===== config.mk =====
export PLATFORM = sky130hd
export DESIGN_NAME = dfd_fetch
export DESIGN_NICKNAME = d
export VERILOG_FILES = /design/src/include/dfd_pkg.sv /design/src/hw/dfd_fetch.sv /design/src/hw/dfd_skid2.sv
export VERILOG_INCLUDE_DIRS = /design/src /design/src/include
export SDC_FILE = /design/constraint.sdc
export NUM_CORES = 1
export LEC_CHECK = 0
export BUFFER_PORTS_ARGS = -buffer_cell sky130_fd_sc_hd__buf_4
export CORE_ASPECT_RATIO = 0.8
export CORE_MARGIN = 2
export CORE_UTILIZATION = 38
export CTS_BUF_LIST = sky130_fd_sc_hd__clkbuf_8
export DETAILED_ROUTE_END_ITERATION = 7
export PLACE_DENSITY = 0.65
export SLEW_MARGIN = 25
export SYNTH_ARGS = -nofsm -noshare
export SYNTH_HDL_FRONTEND = slang
export SYNTH_SLANG_ARGS = --single-unit
export TNS_END_PERCENT = 1

===== constraint.sdc =====
create_clock -name sys_clk -period 8.5 [get_ports sys_clk]
set_clock_uncertainty 0.15 [all_clocks]
set_input_delay 0.85 -clock sys_clk [delete_from_list [all_inputs] [get_ports sys_clk]]
set_output_delay 0.85 -clock sys_clk [all_outputs]
set_load 0.02 [all_outputs]

===== src/include/dfd_params.svh =====
`ifndef DFD_PARAMS_SVH
`define DFD_PARAMS_SVH
`define DFD_CLK_PERIOD_PS   4000
`define DFD_TSTATE_NS       250
`define DFD_TSTATE_CYC      (((`DFD_TSTATE_NS) * 1000 + (`DFD_CLK_PERIOD_PS) - 1) / (`DFD_CLK_PERIOD_PS))
`define DFD_WORD_W          18
`define DFD_ADDR_W          17
`define DFD_OPC_MSB         17
`define DFD_OPC3_LSB        15
`define DFD_OPC4_LSB        14
`define DFD_RST_WORD        18'h00000
`define DFD_RST_ADDR        17'h00000
`endif


===== src/include/dfd_pkg.sv =====
package dfd_pkg;
  typedef enum logic [4:0] {
    DFD_IDLE  = 5'b00001,
    DFD_REQ   = 5'b00010,
    DFD_OWN   = 5'b00100,
    DFD_WAIT  = 5'b01000,
    DFD_DONE  = 5'b10000
  } dfd_chan_t;
  typedef enum logic [3:0] {
    DFD_MS0 = 4'b0001,
    DFD_MS1 = 4'b0010,
    DFD_MS2 = 4'b0100,
    DFD_MS3 = 4'b1000
  } dfd_tstate_t;
endpackage : dfd_pkg

===== src/hw/dfd_fetch.sv =====
`timescale 1ns/100ps
`include "dfd_params.svh"
module dfd_fetch #(
  parameter int WORD_W = `DFD_WORD_W,
  parameter int ADDR_W = `DFD_ADDR_W
) (
  // clock and reset
  input  wire logic               sys_clk,
  input  wire logic               sys_rst,
  // host bus pins
  input  wire logic               busSync,
  input  wire logic               busGrant,
  input  wire logic               busIoPulseFour,
  input  wire logic [WORD_W-1:0]  busDataIn,
  output logic      [WORD_W-1:0]  busDataOut,
  output logic                    busDataOe_n,
  output logic      [ADDR_W-1:0]  busAddrOut,
  output logic                    busAddrOe_n,
  output logic                    singleBreakRequest,
  output logic                    busReadReq,
  output logic                    busWriteReq,
  // processor side
  input  wire logic               wordRequest,
  input  wire logic               wordOutbound,
  input  wire logic [ADDR_W-1:0]  fetchAddr,
  input  wire logic [WORD_W-1:0]  storeData,
  input  wire logic               ioCmdMatch,
  input  wire logic [WORD_W-1:0]  ioReadData,
  input  wire logic               operationComplete,
  input  wire logic               charReadyLevel,
  input  wire logic               textStringMode,
  // decoder side
  output logic      [WORD_W-1:0]  activeWord,
  output logic      [WORD_W-1:0]  stringWord,
  output logic      [3:0]         opcode4,
  output logic      [2:0]         opcode3,
  output logic                    busOwnershipEnable,
  output logic                    hostTookData,
  output logic                    wordAvailable,
  output logic                    bufferTransfer,
  output logic                    wordPresentLevel,
  output logic      [3:0]         timeState,
  output logic                    chanBusy
);
  import dfd_pkg::*;

  localparam int TS_CYC = `DFD_TSTATE_CYC;
  localparam int TS_W   = $clog2(TS_CYC + 1);

  // pin synchronisers
  logic [2:0] syncA_r;
  logic [2:0] syncB_r;
  logic [2:0] pinLvl_r;
  logic [WORD_W-1:0] dataA_r;
  logic [WORD_W-1:0] dataB_r;
  wire        syncLvl  = pinLvl_r[0];
  wire        grantLvl = pinLvl_r[1];
  wire        iop4Lvl  = pinLvl_r[2];

  always_ff @(posedge sys_clk or posedge sys_rst) begin
    if (sys_rst) begin
      syncA_r  <= 3'h0;
      syncB_r  <= 3'h0;
      pinLvl_r <= 3'h0;
      dataA_r  <= `DFD_RST_WORD;
      dataB_r  <= `DFD_RST_WORD;
    end else begin
      syncA_r  <= {busIoPulseFour, busGrant, busSync};
      syncB_r  <= syncA_r;
      pinLvl_r <= syncB_r;
      dataA_r  <= busDataIn;
      dataB_r  <= dataA_r;
    end
  end

  // edges seen on synchronised levels only
  wire grantFall = pinLvl_r[1] && !syncB_r[1];
  wire iop4Fall  = pinLvl_r[2] && !syncB_r[2];

  // channel sequence
  dfd_chan_t chan_r;
  dfd_chan_t chan_nxt;
  logic      pending_r;
  logic      outbound_r;
  logic      own_r;
  logic      holdFull_r;
  logic [WORD_W-1:0] hold_r;
  logic [WORD_W-1:0] outWord_r;
  logic [ADDR_W-1:0] addr_r;
  dfd_tstate_t       tstate_r;
  logic [TS_W-1:0]   tsCnt_r;
  logic              running_r;
  wire               tsTick = (tsCnt_r == TS_W'(TS_CYC - 1));

  wire bufReady;
  // an award level left high from the last break would count as fresh; the host must drop it first
  wire startBreak = (chan_r == DFD_IDLE) && wordRequest && syncLvl && bufReady;
  wire ownSet     = (chan_r == DFD_REQ) && pending_r && grantLvl;
  wire tookPulse  = own_r && outbound_r && grantFall;
  wire availPulse = own_r && !outbound_r && iop4Fall;

  always_comb begin
    chan_nxt = chan_r;
    unique case (chan_r)
      DFD_IDLE: if (startBreak) chan_nxt = DFD_REQ;
      DFD_REQ:  if (ownSet) chan_nxt = DFD_OWN;
      DFD_OWN:  if (tookPulse || availPulse) chan_nxt = DFD_DONE;
      DFD_WAIT: chan_nxt = DFD_DONE;
      DFD_DONE: chan_nxt = DFD_IDLE;
      default:  chan_nxt = DFD_IDLE;
    endcase
  end

  always_ff @(posedge sys_clk or posedge sys_rst) begin
    if (sys_rst) begin
      chan_r     <= DFD_IDLE;
      pending_r  <= 1'b0;
      outbound_r <= 1'b0;
      own_r      <= 1'b0;
      addr_r     <= `DFD_RST_ADDR;
      outWord_r  <= `DFD_RST_WORD;
    end else begin
      chan_r <= chan_nxt;
      if (startBreak) begin
        pending_r  <= 1'b1;
        outbound_r <= wordOutbound;
        addr_r     <= fetchAddr;
        outWord_r  <= storeData;
      end else if (ownSet) begin
        pending_r <= 1'b0;
      end
      if (ownSet) begin
        own_r <= 1'b1;
      end else if (tookPulse || availPulse) begin
        own_r <= 1'b0;
      end
    end
  end

  // bus drive; address leaves with ownership, data only with outbound ownership or an io command match
  assign singleBreakRequest = pending_r;
  assign busOwnershipEnable = own_r;
  assign busAddrOut         = addr_r;
  assign busAddrOe_n        = !own_r;
  assign busReadReq         = own_r && outbound_r;
  assign busWriteReq        = own_r && !outbound_r;
  wire   driveStore         = own_r && outbound_r;
  assign busDataOe_n        = !(driveStore || ioCmdMatch);
  assign busDataOut         = driveStore ? outWord_r : ioReadData;
  assign hostTookData       = tookPulse;
  assign wordAvailable      = availPulse;
  assign chanBusy           = (chan_r != DFD_IDLE);

  // holding buffer; a stalled decoder backs up into the skid pair
  wire holdReady = !holdFull_r;
  wire skidValid;
  wire [WORD_W-1:0] skidData;
  wire xferFire;

  dfd_skid2 #(
    .WIDTH (WORD_W)
  ) uSkid (
    .sys_clk  (sys_clk),
    .sys_rst  (sys_rst),
    .inValid  (availPulse),
    .inReady  (bufReady),
    .inData   (dataB_r),
    .outValid (skidValid),
    .outReady (holdReady || xferFire),
    .outData  (skidData)
  );

  wire holdLoad = skidValid && (holdReady || xferFire);
  assign wordPresentLevel = holdFull_r;
  wire xferCond = textStringMode ? charReadyLevel : operationComplete;
  assign xferFire = holdFull_r && xferCond && (tstate_r == DFD_MS0) && tsTick;

  always_ff @(posedge sys_clk or posedge sys_rst) begin
    if (sys_rst) begin
      holdFull_r <= 1'b0;
      hold_r     <= `DFD_RST_WORD;
      activeWord <= `DFD_RST_WORD;
    end else begin
      if (holdLoad) begin
        hold_r     <= skidData;
        holdFull_r <= 1'b1;
      end else if (xferFire) begin
        holdFull_r <= 1'b0;
      end
      if (xferFire) begin
        activeWord <= hold_r;
      end
    end
  end

  assign bufferTransfer = xferFire;
  assign stringWord     = hold_r;
  assign opcode4 = activeWord[`DFD_OPC_MSB:`DFD_OPC4_LSB];
  assign opcode3 = activeWord[`DFD_OPC_MSB:`DFD_OPC3_LSB];

  // main timing: MS1 to MS3 each last one basic clock period; MS0 holds until a buffer transfer

  always_ff @(posedge sys_clk or posedge sys_rst) begin
    if (sys_rst) begin
      tstate_r  <= DFD_MS0;
      tsCnt_r   <= '0;
      running_r <= 1'b0;
    end else begin
      tsCnt_r <= tsTick ? '0 : tsCnt_r + TS_W'(1);
      if (xferFire) begin
        running_r <= 1'b1;
      end else if (tsTick && tstate_r == DFD_MS3) begin
        running_r <= 1'b0;
      end
      if (tsTick) begin
        unique case (tstate_r)
          DFD_MS0: if (running_r || xferFire) tstate_r <= DFD_MS1;
          DFD_MS1: tstate_r <= DFD_MS2;
          DFD_MS2: tstate_r <= DFD_MS3;
          DFD_MS3: tstate_r <= DFD_MS0;
        endcase
      end
    end
  end
  assign timeState = tstate_r;
endmodule : dfd_fetch


===== src/hw/dfd_skid2.sv =====
`timescale 1ns/100ps
`include "dfd_params.svh"
module dfd_skid2 #(
  parameter int WIDTH = `DFD_WORD_W
) (
  // clock and reset
  input  wire logic             sys_clk,
  input  wire logic             sys_rst,
  // fill side
  input  wire logic             inValid,
  output logic                  inReady,
  input  wire logic [WIDTH-1:0] inData,
  // drain side
  output logic                  outValid,
  input  wire logic             outReady,
  output logic      [WIDTH-1:0] outData
);
  logic [WIDTH-1:0] mem_r [2];
  logic             wrPtr_r;
  logic             rdPtr_r;
  logic [1:0]       count_r;
  wire              doPush = inValid && inReady;
  wire              doPop  = outValid && outReady;

  assign inReady  = (count_r != 2'h2);
  assign outValid = (count_r != 2'h0);
  assign outData  = mem_r[rdPtr_r];

  always_ff @(posedge sys_clk or posedge sys_rst) begin
    if (sys_rst) begin
      wrPtr_r <= 1'b0;
      rdPtr_r <= 1'b0;
      count_r <= 2'h0;
      mem_r[0] <= '0;
      mem_r[1] <= '0;
    end else begin
      if (doPush) begin
        mem_r[wrPtr_r] <= inData;
        wrPtr_r        <= ~wrPtr_r;
      end
      if (doPop) begin
        rdPtr_r <= ~rdPtr_r;
      end
      if (doPush && !doPop) begin
        count_r <= count_r + 2'h1;
      end else if (doPop && !doPush) begin
        count_r <= count_r - 2'h1;
      end
    end
  end
endmodule : dfd_skid2


==> results_dict.tcl <==
set metrics [dict create \
    outcome "completed" \
    critPathKind "reg2out" \
    cp.arrival_ns 3.03 \
    ys_seq_area_frac 0.6549 \
    drtAntennaViolNets 0 \
    crit_chain "inv_1, ha_1, nand2_1, nor2_1, nand3_1, inv_1, buf_4" \
    grt_pass1_vias 4374 \
    post_cts_resized 0 \
    endpoint_kind "output port" \
    portBuffers 174 \
    yosysWarnings 0 \
    wirelength_um 13540 \
    fp.dieH_um 122.7 \
    rsz0062_at_grt "no" \
    grt_overflow 0 \
    peakVddDrop_mv 0.09190 \
    period_share 0.4744 \
    grt_max_degree 105 \
    power.density_nw_per_um2 172.7 \
    max_freq_mhz 248.0 \
    synth_seq_cells 175 \
    cap_violations 0 \
    placed_cells 831 \
    cts.sinks 175 \
    area_delta_synth_final_pct 28.28 \
    syn_area_per_cell_sq_um 14.77 \
    critPathRequiredTime_ns 7.50 \
    cts-root-buf "clkbuf_8" \
    rrSetupSlack_ns 5.45 \
    gp_congestion 0.8058 \
    htreeDepth 4 \
    slew_headroom 0.3678 \
    rows 43 \
    hold_viol 0 \
    placed_area_sq_um 8178 \
    grt_pass1_wl_um 22410 \
    leakage_nw 4.325 \
    cts_inserted_buffers 17 \
    fin_cells 863 \
    avgRoutedWirePerCell_um 15.69 \
    drt-initial-drc-count 154 \
    tns_ns 0 \
    clockBufferDepth 2 \
    tritoncts "built" \
    min_path_type "reg2reg" \
    cp_max_fo 20 \
    grt_usage 0.1539 \
    syn_inst 453 \
    firstDrtPassIters 4 \
    crit_path_start_kind "flop" \
    cts_setup_buffers 0 \
    clk_latency_ns 0.45 \
    initial_core_util 0.3874 \
    fin_util 0.4969 \
    drc_errors 0 \
    cpMostUsedCell "inv_1" \
    synth_ff_type "dfrtp_1" \
    final.min_clock_period_ns 4.033 \
    slew_violations 0 \
    drive_above_1_share 0.5157 \
    vias 4112 \
    finalSetupViolations 0 \
    antenna_found_initial 0 \
    ioPinCount 175 \
    die_x_um 152.3 \
    netlist_area_sq_um 6690 \
    synth-edff-count 0 \
    dieArea_sq_um 18690 \
    layout.nets 710 \
    clkTransAtPathRegs_ns 0.09 \
    design_area_sq_um 8582 \
    total_power_mw 1.482 \
    slowest_stage "nand3_1" \
    worstMarginPinSlew_ns 0.9456 \
    vias_per_cell 4.765 \
    cts_hold_buf 0 \
    synthDistinctLibCells 47 \
    critPathMaxStageDelay_ns 0.87 \
    design.core.area_sq_um 17270 \
    async_flop_share 1.000 \
    syn-num-nets 538 \
    dp_hpwl_um 9464 \
    antenna_cells 0 \
]
## flip-flops by register name, indices dropped and copies added (netlist names), 2 cells and up
name / cells
chan_r: 4
dataA_r: 18
syncA_r: 3
uSkid.count_r: 2
tsCnt_r: 6
activeWord: 18
pinLvl_r: 3
busAddrOut: 17
dataB_r: 18
outWord_r: 18
timeState: 4
syncB_r: 3
stringWord: 18
uSkid.mem_r: 36
## kinds of logic after synthesis
logic type | count (synthesis) | synth area share
and+or+nand+nor | 68 | 0.05256
muxes | 129 | 0.2136
AOI/OAI and AO/OA | 37 | 0.03573
adders and majority gates | 3 | 0.005611
buffers and inverters | 32 | 0.02581
DFF | 175 | 0.6549
xor gates and xnor gates | 9 | 0.01178
## layout by cell type (no fill, tap or decap), drive strengths merged, types with 2 or more instances in the layout
cell type    n
nor2b        2
dfstp        2
buf        177
mux2i       19
xnor2        4
clkinv       6
nor2        31
clkbuf      18
nor3b        2
xor2         5
o21ai        4
inv         12
ha           3
mux2       110
dfrtp      173
nand2       10
a21oi       20
nor3         3
nand2b       6
clkinvlp     3
nand3        5
## cells in the mapped netlist (2+ instances only)
cell	n	area, sq um
mux2_1	2	22.52
nor3_1	2	10.01
buf_4	9	67.56
nor2b_1	2	12.51
mux2i_1	19	190.2
nor2_1	30	112.6
nor3b_1	2	15.01
nand2b_1	6	37.54
o21ai_0	4	20.02
dfrtp_1	173	4329
mux2_2	108	1216
inv_1	8	30.03
ha_1	3	37.54
buf_2	9	45.04
xor2_1	5	43.79
nand2_1	10	37.54
dfstp_2	2	52.55
nand3_1	5	25.02
clkbuf_1	5	18.77
xnor2_1	4	35.03
a21oi_1	19	95.09
## path summary, 6_finish.rpt
path | from | cells past startpoint | to
setup / recovery | tsCnt_r[0]$_DFF_PP0_ | 7 | bufferTransfer
min in group asynchronous | sys_rst | 2 | dataA_r[11]$_DFF_PP0_
hold reg to reg | dataA_r[9]$_DFF_PP0_ | 0 | dataB_r[9]$_DFF_PP0_
setup reg to reg | tsCnt_r[0]$_DFF_PP0_ | 6 | activeWord[0]$_DFFE_PP0P_
hold / removal | dataA_r[9]$_DFF_PP0_ | 0 | dataB_r[9]$_DFF_PP0_
max in group asynchronous | sys_rst | 3 | uSkid.rdPtr_r$_DFFE_PP0P_
## worst max-delay path, delay by kind of cell, from the launching register on
kind	cells	cell delay, ns
simple gates	3	1.53
flops	1	0.43
buf+inv	3	0.44
fa+ha+maj	1	0.17
## power breakdown
group          leakage (nW)  switching (mW)  total (mW)  internal (mW)
clock network         0.194           0.321       0.571          0.250
logic                  1.82          0.0306      0.0639         0.0332
registers              2.31         0.00443       0.847          0.843
total                  4.32           0.356        1.48           1.13
## final cells by class
class / count / area (sq um)
Tap cell: 225 / 281.5
Timing Repair Buffer: 177 / 1329
Inverter: 8 / 37.54
Sequential cell: 175 / 4383
Clock inverter: 14 / 151.4
Clock buffer: 18 / 247.7
Fill cell: 1521 / 8688
Multi-Input combinational cell: 246 / 2152
## stage by stage
step / setup WS [ns] / hold slack [ns]
3_3_place_gp: 5.164 / 0.1828
2_1_floorplan: 2.758 / 0.1812
3_5_place_dp: 4.933 / 0.1862
5_1_grt: 4.167 / 0.1942
6_report: 4.467 / 0.1904
4_1_cts: 4.414 / 0.1970
## routing by layer
| layer | global-route usage | vias to the layer above | routed length (um) |
|---|---|---|---|
| met5 | 0 | - | 0 |
| met1 | 0.2063 | 2041 | 6201 |
| met3 | 0.06321 | 8 | 1158 |
| met4 | 0.03972 | 0 | 74 |
| met2 | 0.2337 | 149 | 6101 |
| li1 | - | 1914 | - |
(Power assumes the default switching activity.)
